`src/verilog/asrw_pkg.sv`:
```
package asrw_pkg;

   // Register indices on the plain register port
   localparam logic [3:0] ADDR_STATUS = 4'h0;
   localparam logic [3:0] ADDR_BAUD_CTRL = 4'h1;
   localparam logic [3:0] ADDR_DIV_HIGH = 4'h2;
   localparam logic [3:0] ADDR_DIV_LOW = 4'h3;
   localparam logic [3:0] ADDR_RX_BUFFER = 4'h4;
   localparam logic [3:0] ADDR_IRQ_FLAGS = 4'h5;
   localparam logic [3:0] ADDR_IRQ_ENABLES = 4'h6;
   localparam logic [3:0] ADDR_IRQ_PRIO = 4'h7;
   localparam logic [3:0] ADDR_TX_STATUS = 4'h8;

   // Receive status and control bit positions
   localparam int STS_PORT_EN = 7;
   localparam int STS_NINE_BIT = 6;
   localparam int STS_CONT_RX = 4;
   localparam int STS_ADDR_DET = 3;
   localparam int STS_FRAME_ERR = 2;
   localparam int STS_OVERRUN = 1;
   localparam int STS_NINTH = 0;

   // Baud control bit positions
   localparam int BC_RX_IDLE = 6;
   localparam int BC_RX_POL = 5;
   localparam int BC_TX_POL = 4;
   localparam int BC_WIDE_DIV = 3;
   localparam int BC_WAKE = 1;

   // Transmit status and control bits used here
   localparam int TS_SYNC = 4;
   localparam int TS_HIGH_SPEED = 2;

   // Receive flag, enable and priority sit at the same bit
   localparam int IRQ_RX_BIT = 5;

   // Oversampling, frame length and buffer depth counts
   localparam logic [3:0] SMP_START_MID = 4'h7;
   localparam logic [3:0] SMP_LAST = 4'hF;
   localparam logic [1:0] PRE_X64_LAST = 2'h3;
   localparam logic [3:0] BITS_EIGHT = 4'h8;
   localparam logic [3:0] BITS_NINE = 4'h9;
   localparam logic [1:0] FIFO_DEPTH = 2'h2;

   // Register port request
   typedef struct packed {
      logic [3:0] addr;
      logic [7:0] wdata;
      logic wr;
      logic rd;
   } asrw_req_t;

   // Receiver sequencer
   typedef enum logic [3:0] {
      RX_IDLE = 4'h1,
      RX_START = 4'h2,
      RX_DATA = 4'h4,
      RX_STOP = 4'h8
   } asrw_fsm_t;

   // One buffer entry: framing error, ninth bit, data
   typedef struct packed {
      logic framing_error_flag;
      logic ninth;
      logic [7:0] data;
   } asrw_entry_t;

endpackage

```
`src/verilog/asrw_rx.sv`:
```
// Design decisions made here: the register offsets and the strobed register port.
`timescale 1ns/100ps
// Notes on behaviour
// - Line sampled sixteen times per bit; shifter advances once per bit.
// - Polarity bit set inverts the receive line before recovery.
// - Async needs sync-select clear and port enable set.
// - Divisor bytes plus speed and wide selects give the baud rate.
// - Nine-bit enable receives nine bits; ninth shows in status.
// - Frames are received only while continuous receive is set.
// - Completed frame sets receive flag; interrupt only when enabled.
// - Buffer read returns oldest frame low byte and removes it.
// - Clearing continuous receive clears a latched error.
// - Third frame with two unread buffered sets overrun.
// - Address detect filters nine-bit frames; cleared, all frames enter.
// - Priority bit steers receive interrupt high or low.
// - In sleep the baud generator stops; no frame reception.
// - Wake enable holds receiver idle, watching for wake.
// - Wake only in async mode; wake is any falling line edge.
// - Wake event sets receive flag; buffer read clears it.
// - First rising edge after wake clears wake enable.
// - Unimplemented baud control bit 2 reads zero, ignores writes.
// - Data bits arrive least significant first.
// - Generator runs at sixteen or sixty-four times bit rate.
module asrw_rx
(
   // Clock and reset
   input wire logic ref_clk_i,
   input wire logic rst_n_i,
   // Register port
   input wire asrw_pkg::asrw_req_t bus_i,
   output logic [7:0] rd_data_o,
   // Serial line and power state
   input wire logic rx_line_i,
   input wire logic sleep_i,
   // Receive interrupt requests
   output logic irq_high_o,
   output logic irq_low_o
);

   typedef struct packed {
      logic [7:0] rdata;
      logic irq_hi;
      logic irq_lo;
      logic port_enable;
      logic rx9;
      logic continuous_rx_enable;
      logic address_detect_enable;
      logic sync;
      logic high_speed_baud_select;
      logic wide_divisor_select;
      logic rxpol;
      logic txpol;
      logic wake_enable;
      logic rie;
      logic rip;
      logic [7:0] div_hi;
      logic [7:0] div_lo;
      logic [15:0] bcnt;
      logic [1:0] pre;
      logic [3:0] scnt;
      logic [3:0] bitn;
      asrw_pkg::asrw_fsm_t fsm;
      logic [8:0] sh;
      asrw_pkg::asrw_entry_t buf0;
      asrw_pkg::asrw_entry_t buf1;
      logic [1:0] cnt;
      logic overrun_error_flag;
      logic rx_prev;
      logic wake_seen;
      logic wake_flag;
   } asrw_state_t;

   asrw_state_t s_q;
   asrw_state_t s_d;

   logic rx;
   logic rx_en;
   logic bg_tick;
   logic stick;
   logic frame_done;
   logic discard;
   logic pop;
   logic fall;
   logic rise;
   logic flag_d;
   logic [1:0] n;
   logic [15:0] divisor;
   logic [3:0] nbits;
   asrw_pkg::asrw_entry_t fresh;

   // Line level after optional inversion
   assign rx = rx_line_i ^ s_q.rxpol;
   // Async receive only with port on, sync off, no wake, no sleep
   assign rx_en = s_q.port_enable & ~s_q.sync & s_q.continuous_rx_enable & ~s_q.wake_enable
      & ~sleep_i;
   assign fall = s_q.rx_prev & ~rx;
   assign rise = ~s_q.rx_prev & rx;
   assign divisor = s_q.wide_divisor_select ? {s_q.div_hi, s_q.div_lo}
      : {8'h00, s_q.div_lo};
   assign nbits = s_q.rx9 ? asrw_pkg::BITS_NINE : asrw_pkg::BITS_EIGHT;
   assign pop = bus_i.rd & (bus_i.addr == asrw_pkg::ADDR_RX_BUFFER)
      & (s_q.cnt != 2'h0);

   // Next-state logic for the whole block
   always_comb
   begin
      s_d = s_q;
      bg_tick = 1'b0;
      stick = 1'b0;
      frame_done = 1'b0;
      n = s_q.cnt;
      fresh.framing_error_flag = ~rx;
      fresh.ninth = s_q.rx9 ? s_q.sh[8] : 1'b0;
      fresh.data = s_q.rx9 ? s_q.sh[7:0] : s_q.sh[8:1];
      discard = s_q.rx9 & s_q.address_detect_enable & ~fresh.ninth;
      s_d.rx_prev = rx;

      // Baud generator halts while asleep or receive is off
      if (rx_en)
      begin
         if (s_q.bcnt >= divisor)
         begin
            s_d.bcnt = 16'h0000;
            bg_tick = 1'b1;
         end
         else
         begin
            s_d.bcnt = s_q.bcnt + 16'h0001;
         end
      end
      else
      begin
         s_d.bcnt = 16'h0000;
         s_d.pre = 2'h0;
      end
      // Both selects clear means a x64 clock, divided down to x16
      if (bg_tick)
      begin
         if (s_q.high_speed_baud_select | s_q.wide_divisor_select)
         begin
            stick = 1'b1;
         end
         else
         begin
            s_d.pre = s_q.pre + 2'h1;
            stick = (s_q.pre == asrw_pkg::PRE_X64_LAST);
         end
      end

      // Frame sequencer on x16 sample ticks
      if (!rx_en)
      begin
         s_d.fsm = asrw_pkg::RX_IDLE;
         s_d.scnt = 4'h0;
      end
      else if (stick)
      begin
         s_d.scnt = s_q.scnt + 4'h1;
         unique case (s_q.fsm)
            asrw_pkg::RX_IDLE:
            begin
               s_d.scnt = 4'h0;
               if (!rx)
               begin
                  s_d.fsm = asrw_pkg::RX_START;
               end
            end
            asrw_pkg::RX_START:
            begin
               // A glitch shorter than half a bit is not a start
               if (s_q.scnt == asrw_pkg::SMP_START_MID)
               begin
                  s_d.scnt = 4'h0;
                  s_d.bitn = 4'h0;
                  s_d.fsm = rx ? asrw_pkg::RX_IDLE : asrw_pkg::RX_DATA;
               end
            end
            asrw_pkg::RX_DATA:
            begin
               if (s_q.scnt == asrw_pkg::SMP_LAST)
               begin
                  s_d.sh = {rx, s_q.sh[8:1]};
                  s_d.bitn = s_q.bitn + 4'h1;
                  if (s_q.bitn == nbits - 4'h1)
                  begin
                     s_d.fsm = asrw_pkg::RX_STOP;
                  end
               end
            end
            asrw_pkg::RX_STOP:
            begin
               if (s_q.scnt == asrw_pkg::SMP_LAST)
               begin
                  frame_done = 1'b1;
                  s_d.fsm = asrw_pkg::RX_IDLE;
               end
            end
            default:
            begin
               s_d.fsm = asrw_pkg::RX_IDLE;
            end
         endcase
      end

      // Two-entry receive buffer; the read pop is taken first
      if (pop)
      begin
         s_d.buf0 = s_q.buf1;
         n = s_q.cnt - 2'h1;
      end
      if (frame_done && !discard && !s_q.overrun_error_flag)
      begin
         if (n == asrw_pkg::FIFO_DEPTH)
         begin
            s_d.overrun_error_flag = 1'b1;
         end
         else
         begin
            if (n == 2'h0)
            begin
               s_d.buf0 = fresh;
            end
            else
            begin
               s_d.buf1 = fresh;
            end
            n = n + 2'h1;
         end
      end
      s_d.cnt = n;

      // Wake watch: falling edge raises the flag, rising edge ends it
      if (s_q.wake_enable && !s_q.sync && !s_q.wake_seen && fall)
      begin
         s_d.wake_seen = 1'b1;
      end
      if (s_q.wake_enable && s_q.wake_seen && rise)
      begin
         s_d.wake_enable = 1'b0;
         s_d.wake_seen = 1'b0;
      end
      if (pop || (bus_i.rd && bus_i.addr == asrw_pkg::ADDR_RX_BUFFER))
      begin
         s_d.wake_flag = 1'b0;
      end
      // Setting beats the read clear in the same cycle
      if (s_q.wake_enable && !s_q.sync && !s_q.wake_seen && fall)
      begin
         s_d.wake_flag = 1'b1;
      end

      // Register writes
      if (bus_i.wr)
      begin
         unique case (bus_i.addr)
            asrw_pkg::ADDR_STATUS:
            begin
               s_d.port_enable = bus_i.wdata[asrw_pkg::STS_PORT_EN];
               s_d.rx9 = bus_i.wdata[asrw_pkg::STS_NINE_BIT];
               s_d.continuous_rx_enable = bus_i.wdata[asrw_pkg::STS_CONT_RX];
               s_d.address_detect_enable = bus_i.wdata[asrw_pkg::STS_ADDR_DET];
            end
            asrw_pkg::ADDR_BAUD_CTRL:
            begin
               s_d.rxpol = bus_i.wdata[asrw_pkg::BC_RX_POL];
               s_d.txpol = bus_i.wdata[asrw_pkg::BC_TX_POL];
               s_d.wide_divisor_select = bus_i.wdata[asrw_pkg::BC_WIDE_DIV];
               s_d.wake_enable = bus_i.wdata[asrw_pkg::BC_WAKE];
               s_d.wake_seen = 1'b0;
            end
            asrw_pkg::ADDR_DIV_HIGH: s_d.div_hi = bus_i.wdata;
            asrw_pkg::ADDR_DIV_LOW: s_d.div_lo = bus_i.wdata;
            asrw_pkg::ADDR_IRQ_ENABLES:
               s_d.rie = bus_i.wdata[asrw_pkg::IRQ_RX_BIT];
            asrw_pkg::ADDR_IRQ_PRIO:
               s_d.rip = bus_i.wdata[asrw_pkg::IRQ_RX_BIT];
            asrw_pkg::ADDR_TX_STATUS:
            begin
               s_d.sync = bus_i.wdata[asrw_pkg::TS_SYNC];
               s_d.high_speed_baud_select = bus_i.wdata[asrw_pkg::TS_HIGH_SPEED];
            end
            default:
            begin
            end
         endcase
      end
      // Error stays latched until continuous receive drops
      if (!s_d.continuous_rx_enable)
      begin
         s_d.overrun_error_flag = 1'b0;
      end

      // Register reads, data stand for one cycle
      s_d.rdata = 8'h00;
      if (bus_i.rd)
      begin
         unique case (bus_i.addr)
            asrw_pkg::ADDR_STATUS:
               s_d.rdata = {s_q.port_enable, s_q.rx9, 1'b0, s_q.continuous_rx_enable, s_q.address_detect_enable,
                  s_q.buf0.framing_error_flag, s_q.overrun_error_flag, s_q.buf0.ninth};
            asrw_pkg::ADDR_BAUD_CTRL:
               s_d.rdata = {1'b0, s_q.fsm == asrw_pkg::RX_IDLE, s_q.rxpol,
                  s_q.txpol, s_q.wide_divisor_select, 1'b0, s_q.wake_enable, 1'b0};
            asrw_pkg::ADDR_DIV_HIGH: s_d.rdata = s_q.div_hi;
            asrw_pkg::ADDR_DIV_LOW: s_d.rdata = s_q.div_lo;
            asrw_pkg::ADDR_RX_BUFFER: s_d.rdata = s_q.buf0.data;
            asrw_pkg::ADDR_IRQ_FLAGS:
               s_d.rdata[asrw_pkg::IRQ_RX_BIT] =
                  (s_q.cnt != 2'h0) | s_q.wake_flag;
            asrw_pkg::ADDR_IRQ_ENABLES:
               s_d.rdata[asrw_pkg::IRQ_RX_BIT] = s_q.rie;
            asrw_pkg::ADDR_IRQ_PRIO:
               s_d.rdata[asrw_pkg::IRQ_RX_BIT] = s_q.rip;
            asrw_pkg::ADDR_TX_STATUS:
               s_d.rdata = {3'h0, s_q.sync, 1'b0, s_q.high_speed_baud_select, 2'h0};
            default: s_d.rdata = 8'h00;
         endcase
      end

      // Receive flag is derived from buffer and wake state
      flag_d = (s_d.cnt != 2'h0) | s_d.wake_flag;
      s_d.irq_hi = flag_d & s_d.rie & s_d.rip;
      s_d.irq_lo = flag_d & s_d.rie & ~s_d.rip;
   end

   // State register, synchronous reset
   always_ff @(posedge ref_clk_i)
   begin
      if (!rst_n_i)
      begin
         s_q <= '0;
         s_q.fsm <= asrw_pkg::RX_IDLE;
         s_q.rx_prev <= 1'b1;
      end
      else
      begin
         s_q <= s_d;
      end
   end

   assign rd_data_o = s_q.rdata;
   assign irq_high_o = s_q.irq_hi;
   assign irq_low_o = s_q.irq_lo;

   // Checks on the receive path
   a_overrun_sets: assert property (@(posedge ref_clk_i) disable iff (!rst_n_i)
      frame_done && !discard && !s_q.overrun_error_flag && s_q.continuous_rx_enable && !pop
      && s_q.cnt == 2'h2 |=> s_q.overrun_error_flag)
      else $error("third frame did not raise overrun");
   a_continuous_rx_enable_clears: assert property (@(posedge ref_clk_i) disable iff (!rst_n_i)
      !s_q.continuous_rx_enable |-> !s_q.overrun_error_flag)
      else $error("overrun held with receive disabled");
   a_frame_flags: assert property (@(posedge ref_clk_i) disable iff (!rst_n_i)
      frame_done && !discard && !s_q.overrun_error_flag && s_q.cnt == 2'h0 && s_q.rie
      && !bus_i.wr |-> ##2 (irq_high_o | irq_low_o))
      else $error("accepted frame raised no interrupt");
   a_prio_low: assert property (@(posedge ref_clk_i) disable iff (!rst_n_i)
      $rose(irq_low_o) |-> !s_q.rip && !irq_high_o)
      else $error("low request with high priority set");
   a_wake_idle: assert property (@(posedge ref_clk_i) disable iff (!rst_n_i)
      s_q.wake_enable |-> s_q.fsm == asrw_pkg::RX_IDLE)
      else $error("receiver active during wake watch");
   a_wake_flag: assert property (@(posedge ref_clk_i) disable iff (!rst_n_i)
      s_q.wake_enable && !s_q.sync && !s_q.wake_seen && fall
      |=> s_q.wake_flag ##1 (irq_high_o | irq_low_o | !s_q.rie))
      else $error("wake edge did not set the flag");
   a_wake_ends: assert property (@(posedge ref_clk_i) disable iff (!rst_n_i)
      s_q.wake_enable && s_q.wake_seen && rise && !bus_i.wr |=> !s_q.wake_enable)
      else $error("wake enable not cleared on rising edge");
   a_addr_drop: assert property (@(posedge ref_clk_i) disable iff (!rst_n_i)
      frame_done && discard && !pop |=> $stable(s_q.cnt))
      else $error("address filter let a data frame in");
   a_pad_zero: assert property (@(posedge ref_clk_i) disable iff (!rst_n_i)
      bus_i.rd && bus_i.addr == asrw_pkg::ADDR_BAUD_CTRL |=> !rd_data_o[2])
      else $error("unimplemented baud bit read as one");
   a_no_sleep_rx: assert property (@(posedge ref_clk_i) disable iff (!rst_n_i)
      sleep_i |-> !frame_done && !bg_tick)
      else $error("reception while asleep");

   c_frame: cover property (@(posedge ref_clk_i) disable iff (!rst_n_i)
      frame_done && !discard);
   c_overrun: cover property (@(posedge ref_clk_i) disable iff (!rst_n_i)
      $rose(s_q.overrun_error_flag));
   c_wake: cover property (@(posedge ref_clk_i) disable iff (!rst_n_i)
      $fell(s_q.wake_enable));

endmodule // asrw_rx
```
`config.mk`:
```
export PLATFORM = sky130hd
export DESIGN_NAME = asrw_rx
export DESIGN_NICKNAME = d
export VERILOG_FILES = /design/src/verilog/asrw_pkg.sv /design/src/verilog/asrw_rx.sv
export SDC_FILE = /design/constraint.sdc
export NUM_CORES = 1
export LEC_CHECK = 0
export ABC_AREA = 1
export BUFFER_PORTS_ARGS = -buffer_cell sky130_fd_sc_hd__clkbuf_2
export CORE_ASPECT_RATIO = 1.4
export CORE_MARGIN = 3
export CORE_UTILIZATION = 35
export CTS_CLUSTER_SIZE = 30
export DETAILED_ROUTE_END_ITERATION = 12
export GPL_TIMING_DRIVEN = 0
export PLACE_DENSITY_LB_ADDON = 0.1
export SLEW_MARGIN = 10
export SYNTH_ARGS = -nofsm -noshare
export SYNTH_HDL_FRONTEND = slang
export SYNTH_SLANG_ARGS = --single-unit
export TNS_END_PERCENT = 30
```
`constraint.sdc`:
```
create_clock -name ref_clk_i -period 2 [get_ports ref_clk_i]
set_input_delay 0.1 -clock ref_clk_i [delete_from_list [all_inputs] [get_ports ref_clk_i]]
set_output_delay 0.1 -clock ref_clk_i [all_outputs]
set_load 0.01 [all_outputs]
```
# ---- Yosys cells after proc, flatten, opt, wreduce, memory -nomap -nowiden
# Index checks and enable logic that the tools add are counted.
dict set report word_totals {
  mem_count 0
  register_bits 103
  ram_bits 0
  mem_bits_ro 0
  inputBits 18
  latchBits 0
}
dict set report op_classes {
  n_addsub 7
  bitwise_logic 28
  eq_ne 22
  reduce_logical 32
  magnitude_cmp 1
  mul 0
  n_shift 0
  div 0
  muxes 50
}
# operator count
set ops {}
lappend ops {{20-bit 2-to-1 mux} 2}
lappend ops {{10-bit 2-to-1 mux} 3}
lappend ops {{5-bit one-hot mux with 6 select lines} 1}
lappend ops {{26-bit 2-to-1 mux} 1}
lappend ops {{4-bit by 3-bit == test with 1-bit output (second input constant)} 6}
lappend ops {{8-bit 2-to-1 mux} 3}
lappend ops {{1-bit 2-to-1 mux} 19}
lappend ops {{2-bit AND reduction} 9}
lappend ops {{17-bit 2-to-1 mux} 1}
lappend ops {{16-bit by 1-bit adder with 16-bit output (second input constant)} 1}
lappend ops {{16-bit >= comparator} 1}
lappend ops {{16-bit 2-to-1 mux} 1}
lappend ops {{2-bit 2-to-1 mux} 8}
lappend ops {{4-bit 2-to-1 mux} 4}
lappend ops {{4-bit one-hot mux with 2 select lines} 2}
lappend ops {{4-bit one-hot mux with 4 select lines} 1}
lappend ops {{1-bit AND} 13}
lappend ops {{4-bit by 2-bit == test with 1-bit output (second input constant)} 3}
lappend ops {{4-bit == test (second input constant)} 3}
lappend ops {{12-bit 2-to-1 mux} 1}
lappend ops {{1-bit NOT} 11}
lappend ops {{2-bit inequality test (second input constant)} 5}
lappend ops {{2-bit one-hot mux with 5 select lines} 1}
lappend ops {{4-bit by 1-bit adder with 4-bit output (second input constant)} 2}
lappend ops {{other kinds (21)} 38}

# ---- Depth between registers and ports, before layout
# Gate-level depths: netlist of run 1.
dict set report depth {
  ltp_word 16
  depth_mapped 18
}

# ---- Worst setup path after synthesis of run 1
# Ideal clock, no wire load.
dict set report synth_path {
  path_type {reg-to-reg}
  start {register s_q[86] (netlist bit)}
  end {register s_q[35] (netlist bit)}
  path_slack_ns 0.019
  t_arrival_ns 1.858
  path_stages_with_launch 14
  synth_period_minus_slack_ns 1.981
  required_time_ns 1.877
  n_path_buf 1
  cell_sequence {dfxtp_1 -> buf_2 -> nand2_1 -> ha_1 -> a21oi_1 -> o21ai_0 -> nor2_1 -> nand2_2 -> nand3_4 -> inv_2 -> nand2_1 -> inv_2 -> a21oi_1 -> o21ai_0}
}
dict set report synth_via {
  elab_chain_cells 6
  elab_cells_between_ends 8
  classes_between {order compare (1); mux (5); bitwise (1); reduce/logical (1)}
}
# item line_no
set synth_lines {}
lappend synth_lines {{start, declared} asrw_rx.sv:73} ;# asrw_state_t s_q;
lappend synth_lines {{16-bit 2-to-1 mux} asrw_rx.sv:98} ;# assign divisor = s_q.wide_divisor_select ? {s_q.div_hi, s_q.div_lo}
lappend synth_lines {{16-bit >= comparator} asrw_rx.sv:121} ;# if (s_q.bcnt >= divisor)
lappend synth_lines {{1-bit 2-to-1 mux} asrw_rx.sv:121}
lappend synth_lines {{1-bit 2-to-1 mux} asrw_rx.sv:119} ;# if (rx_en)
lappend synth_lines {{1-bit 2-to-1 mux *} asrw_rx.sv:137} ;# if (bg_tick)
lappend synth_lines {{6-bit AND reduction (no line) *} --}
# Every way passes the cells marked *; elsewhere a longest branch is shown, timed or not.
# A chain may end at the register's enable or synchronous reset.

# ---- Worst setup path after layout of run 1
dict set report layout_path {
  start {register s_q[86] (netlist bit)}
  end {register s_q[30] (netlist bit)}
}
dict set report layout_via {
  elab_chain_cells 6
  elab_cells_between_ends 8
  classes_between {order compare (1); mux (5); bitwise (1); reduce/logical (1)}
}
# item line_no
set layout_lines {}
lappend layout_lines {{16-bit 2-to-1 mux} asrw_rx.sv:98}
lappend layout_lines {{16-bit >= comparator} asrw_rx.sv:121}
lappend layout_lines {{1-bit 2-to-1 mux} asrw_rx.sv:121}
lappend layout_lines {{1-bit 2-to-1 mux} asrw_rx.sv:119}
lappend layout_lines {{1-bit 2-to-1 mux *} asrw_rx.sv:137}
lappend layout_lines {{4-bit AND reduction (no line) *} --}
# Marks and branches as above.

==> results.json, run 1 <==
{
  "status": "complete, but fails checks",
  "failed_checks": "negative setup slack",
  "cp-end-kind": "flop",
  "worst_pin_slew_ns": 1.074,
  "relSlewSlack_pct": 26.57,
  "switching_power_w": 0.0009408,
  "power_frac_seq_pct": 49.0,
  "yosysTopAreaCell": "dfxtp_1",
  "finClkSkew_ns": 0.01025,
  "hold_viol": 0,
  "cts.path.max_buffers": 2,
  "slowest_delay_ns": 0.37,
  "cts.clk_slew.worst_paths_ns": 0.07,
  "ios": 28,
  "crit_slowest_cell": "dfxtp_2",
  "cts-root-buf": "clkbuf_16",
  "drc_errors": 0,
  "hold_class": "primary input to flop",
  "drtIter0Drc": 190,
  "p_int_w": 0.003283,
  "crit_buf_inv": 4,
  "syn-num-nets": 757,
  "post-synth-top-area-fraction_pct": 39.76,
  "yosys_most_used_dff": "dfxtp_1",
  "cp_max_fo": 7,
  "core_um2": 14510,
  "hpwl_um": 11170,
  "final_core_util_pct": 43.45,
  "swShare_pct": 22.27,
  "die-area_um2": 16340,
  "critPathLaunchType": "flop",
  "synth-async-reset-ratio_pct": 0,
  "cp_cell_sequence": "buf_8 > nand2_4 > ha_4 > nand4_1 > a21oi_2 > nor2_4 > nand2_4 > nand3_4 > nor2_4 > buf_6 > buf_6 > buf_12 > a21oi_1",
  "p_per_area_nw_per_um2": 670.1,
  "ys_seq_area_share_pct": 39.76,
  "nNetsFinal": 809,
  "wl_um": 14450,
  "combPwrFrac_pct": 4.5,
  "antenna_cells": 0,
  "cts_buffers": 9,
  "arrival_ns": 2.42,
  "vdd_drop_max_uv": 408.9,
  "fp.dieH_um": 150.0,
  "grt-ovfl-total": 0,
  "synth_edf_count": 0,
  "report.final.setup_viol": 45,
  "rsz0062_at_grt": "yes",
  "cts_tree": "done",
  "required_ns": 2.25,
  "grt_max_degree": 17,
  "clock_sinks": 103,
  "grt_antenna_before_repair": 0,
  "port_buffers": 25,
  "min_period_ns": 2.170,
  "route.detailed.wl_per_inst_um": 15.02,
  "criticalPathCategory": "flop to flop",
  "avgSynthCellArea_um2": 7.243,
  "fin_ws_ns": -0.1696,
  "fmax_ghz": 0.4609,
  "yosysWarningCount": 0,
  "grtUsageTotal_pct": 18.77,
  "initial_utilization_pct": 35.75,
  "vias": 4737,
  "max-cap-violations": 0,
  "maxSlewViolCount": 0,
  "power_w": 0.004224,
  "syn-cell-area_um2": 5186,
  "grt_pass1_wl_um": 23510,
  "htreeDepth": 3,
  "syn_inst": 716,
  "critical-path-top-delay-family": "simple AND/OR/NAND/NOR gates",
  "rows": 52,
  "clk_latency_ns": 0.36,
  "leakage_nw": 2.587,
  "vias_per_cell": 4.924,
  "synth_cell_types": 45,
  "post-route-period-util_pct": 108.5,
  "synth.ff_latch_count": 103,
  "pwr-share-clk_pct": 46.5,
  "syn2layout_area_growth_pct": 21.54,
  "grt_pass1_vias": 4776,
  "yosys-top-cells-area": "dfxtp_1 (40%), nand2_1 (8.5%), inv_1 (7.6%)",
  "dr.pass1.iters": 5,
  "die_w_um": 108.9,
  "ant_nets": 0,
  "drive_above_1_share_pct": 19.02,
  "place_congestion": 0.8709,
  "cts_hold_buf": 0
}
## worst register-to-register path, stage by stage (launching register included)
cell	delay, ns
dfxtp_2	0.37
buf_8	0.14
nand2_4	0.06
ha_4	0.27
nand4_1	0.16
a21oi_2	0.20
nor2_4	0.07
nand2_4	0.10
nand3_4	0.11
nor2_4	0.16
buf_6	0.12
buf_6	0.11
buf_12	0.12
a21oi_1	0.07
## sequential cells by signal, indices dropped and copies added (netlist names)
signal,count
s_q,93
irq_low_o,1
rd_data_o,8
irq_high_o,1
## routing by layer
layer / up-vias / GRT usage [%] / wire length, um / part of all wire [%]
li1: 2448 / - / - / -
met3: 28 / 3.280 / 397 / 2.7
met1: 2187 / 19.63 / 5664 / 39
met5: - / 0 / 0 / 0
met4: 0 / 9.476 / 538 / 3.7
met2: 74 / 35.12 / 7848 / 54
## cells in the final DEF (no fill, tap or decap), drive strengths merged, types with 2 or more instances in the layout
master / Yosys / layout
nor3b: 4 / 4
nor3: 16 / 16
o21ai: 70 / 70
o21a: 2 / 2
a211oi: 3 / 3
mux2i: 2 / 2
a2111oi: 2 / 2
xnor2: 4 / 4
buf: 19 / 35
nor2: 90 / 90
or2: 4 / 4
bufinv: 0 / 2
clkinvlp: 0 / 2
nand3: 26 / 26
mux2: 9 / 9
xor2: 2 / 2
clkinv: 1 / 2
clkbuf: 9 / 45
a221oi: 4 / 4
nand4: 7 / 7
a31oi: 2 / 2
dfxtp: 103 / 103
nor4: 6 / 6
a21oi: 62 / 62
ha: 23 / 23
nand2: 120 / 120
o22ai: 10 / 10
inv: 110 / 110
## power groups by stage
stage          Clock (W)  Sequential [W]  Combinational (W)
6_report         0.00196         0.00207           0.000189
5_1_grt          0.00209         0.00207           0.000212
4_1_cts          0.00201         0.00207           0.000186
2_1_floorplan          0         0.00212           0.000102
3_5_place_dp           0         0.00212           0.000175
3_3_place_gp           0         0.00212           0.000174
## stage by stage
step                      hold WS [ns]  area (um^2)  setup TNS (ns)  setup WS (ns)  cells
final                          0.05233         6304          -3.865        -0.1696    962
after global routing           0.05454         6304          -10.60        -0.3062    962
after CTS                      0.03681         6065          -2.599        -0.1151    954
after detailed placement        0.4163         5548          -16.41        -0.4179    930
after global placement          0.4206         5548          -15.09        -0.3958    930
after floorplan                 0.2503         5186               0        0.01932    716
## cells in the mapped netlist, types with 2 or more instances
master     count
a2111oi_0      2
nor3b_1        4
inv_1        105
buf_2          8
mux2_2         9
nor4_1         4
xor2_1         2
nand2_2        2
o21ai_0       68
nor2_2         4
buf_4         10
nor3_1        15
nand2_1      118
o21a_1         2
a21oi_1       62
clkbuf_1       8
o22ai_1       10
inv_2          5
dfxtp_1      103
nand3_2        3
or2_2          4
a31oi_1        2
a221oi_1       4
nand3_1       22
xnor2_1        4
mux2i_1        2
a211oi_1       3
nand4_1        6
nor2_1        86
ha_1          23
o21ai_1        2
## layout make-up
class | instances | area, um^2
multi-input combinational | 474 | 2788
timing repair buffer | 41 | 272.8
clock inverter | 5 | 80.08
inverter | 111 | 416.7
tap | 189 | 236.5
sequential | 103 | 2063
buffer | 28 | 193.9
fill | 1490 | 8205
clock buffer | 11 | 252.7
## path summary, 6_finish.rpt
path         slack, ns  cells past startpoint  startpoint       to
max reg2reg      -0.17                     13     s_q[86]  s_q[30]
min               0.05                      3    bus_i[9]  s_q[92]
max              -0.17                     13     s_q[86]  s_q[30]
min reg2reg       0.47                      2     s_q[48]  s_q[48]
## kinds of logic (layout without fill, tap and decap cells)
logic type / count (synthesis) / count (layout) / synth area share (%)
flops: 103 / 103 / 39.76
mux: 11 / 11 / 2.340
xor+xnor: 6 / 6 / 1.013
fa+ha+maj: 23 / 23 / 5.549
simple gates: 275 / 275 / 23.57
compound gates: 159 / 159 / 16.62
buf+inv: 139 / 196 / 11.15
## timing repair
action | in CTS | in global routing
endpoints found under the setup margin | 64 | 64
gates resized for setup | 40 | 47
pin swaps | 7 | 20
gates cloned | 3 | 1
setup buffers | 5 | 7
hold endpoints to repair | 0 | 0
Note: power is estimated with default switching activity, not from simulation.
==> run 2: changes to the inputs <==
clock period = 2.8 ns   (was 2 ns; I/O delays follow)
==> run 2 against run 1 <==
Against the previous run: the flow now finishes without violations; worst setup slack improved by 0.54 ns; sequential power decreased by 29%; design area decreased by 6.7%; register-to-register slack improved by 0.54 ns.
==> results.json, run 2 (synthesis gave the netlist of run 1 again) <==
{
  "slowest_delay_ns": 0.32,
  "antenna_cells": 0,
  "arrival_ns": 2.73,
  "rows": 52,
  "layout_common_cells": "nand2_1 (118), inv_1 (105), dfxtp_1 (103)",
  "report.final.setup_viol": 0,
  "criticalPathCategory": "flop to flop",
  "grt_antenna_before_repair": 0,
  "cts-root-buf": "clkbuf_16",
  "cts_tree": "done",
  "cpMostUsedCell": "nand2_1",
  "initial_utilization_pct": 35.75,
  "die-area_um2": 16340,
  "cp_num_cells": 14,
  "p_per_area_nw_per_um2": 511.1,
  "core_um2": 14510,
  "vdd_drop_max_uv": 287.0,
  "rsz0062_at_grt": "no",
  "critPathLaunchType": "flop",
  "finClkSkew_ns": 0.009796,
  "grt-ovfl-total": 0,
  "relSlewSlack_pct": 28.77,
  "regToRegEndpoint": "s_q[36]",
  "largest_register": "s_q",
  "fp.dieH_um": 150.0,
  "port_buffers": 25,
  "clock_sinks": 103,
  "critical-path-top-delay-family": "simple AND/OR/NAND/NOR gates",
  "worst_pin_slew_ns": 1.042,
  "wl_um": 13920,
  "multi_input_area_um2": 2546,
  "ff2ff_path_depth": 14,
  "post-route-period-util_pct": 86.89,
  "vias_per_cell": 4.882,
  "die_w_um": 108.9,
  "ant_nets": 0,
  "nNetsFinal": 793,
  "drc_errors": 0,
  "grtUsageTotal_pct": 18.38,
  "dr.pass1.iters": 5,
  "route.detailed.wl_per_inst_um": 14.71,
  "ios": 28,
  "largest_reg_flops": 93,
  "rrSetupSlack_ns": 0.37,
  "postCtsSetupBuffers": 0,
  "r2r-start": "s_q[86]",
  "cts_hold_buf": 0,
  "cp_cell_sequence": "buf_2 > nand2_1 > ha_1 > a21oi_1 > o21ai_0 > nor2_1 > nand2_2 > nand3_4 > inv_2 > nand2_1 > inv_2 > nand2_1 > nand2_1 > a21oi_1",
  "setup_tns_ns": 0,
  "fill_cells": 1525,
  "hpwl_um": 11170,
  "grt_pass1_vias": 4708,
  "holdWs_ns": 0.09081,
  "cp-end-kind": "flop",
  "fmax_ghz": 0.4110,
  "cp_max_fo": 10,
  "max-cap-violations": 0,
  "grt_pass1_wl_um": 23040,
  "cts.path.max_buffers": 2,
  "crit_slowest_cell": "ha_1",
  "clk_latency_ns": 0.36,
  "status": "finished, final reports clean",
  "drtIter0Drc": 178,
  "mostFrequentLayoutCell": "nand2_1",
  "place_congestion": 0.8709,
  "maxSlewViolCount": 0,
  "endpoint": "s_q[36]",
  "vias": 4618,
  "ctsResizeCount": 0,
  "crit_path_start": "s_q[86]",
  "min_period_ns": 2.433,
  "cts.clk_slew.worst_paths_ns": 0.07,
  "hold_class": "primary input to flop",
  "htreeDepth": 3,
  "required_ns": 3.09,
  "leakage_nw": 2.410,
  "final-seq-area_um2": 2062,
  "grt_max_degree": 17,
  "drive_above_1_share_pct": 12.29,
  "cts_buffers": 9,
  "hold_depth": 3,
  "hold_viol": 0,
  "crit_buf_inv": 3,
  "syn2layout_area_growth_pct": 13.39
}
run 2: layout make-up:
type / count / share of cell area (%)
multi-input combinational: 474 / 43.30
clock inverter: 5 / 1.362
buffer: 28 / 2.745
timing repair buffer: 25 / 2.128
tap: 189 / 4.021
inverter: 111 / 7.085
sequential: 103 / 35.06
clock buffer: 11 / 4.298
run 2: worst min path at each step:
stage	from	to
6_report	bus_i[9]	s_q[92]
2_1_floorplan	bus_i[3]	s_q[83]
4_1_cts	bus_i[9]	s_q[92]
5_1_grt	bus_i[9]	s_q[92]
3_3_place_gp	s_q[84]	s_q[84]
3_5_place_dp	bus_i[9]	s_q[92]
run 2: metal layers:
layer  wire (um)  GRT usage [%]  vias up
li1            -              -     2414
met1        5554          19.36     2096
met2        7401          34.10       75
met3         392          3.151       33
met4         569          9.665        0
met5           0              0        -
run 2: worst min-delay path, stage by stage:
cell and delay [ns]:
clkbuf_2 0.12, nand3_1 0.09, a21oi_1 0.06
run 2: power by group:
part           switching (W)  internal [W]  total (W)
clock               0.000573      0.000831    0.00140
combinational      0.0000892     0.0000349   0.000124
sequential        0.00000423       0.00147    0.00148
total               0.000666       0.00234    0.00301
run 2: metrics by stage:
stage	power, W	utilization, %	cell area [um^2]	instances	setup slack, ns
4_1_cts	0.003040	40.53	5881	946	0.3571
3_3_place_gp	0.001637	38.24	5548	930	0.4043
5_1_grt	0.003113	40.53	5881	946	0.1468
3_5_place_dp	0.001637	38.24	5548	930	0.3821
2_1_floorplan	0.001584	-	5186	716	0.8193
6_report	0.003006	40.53	5881	946	0.3670
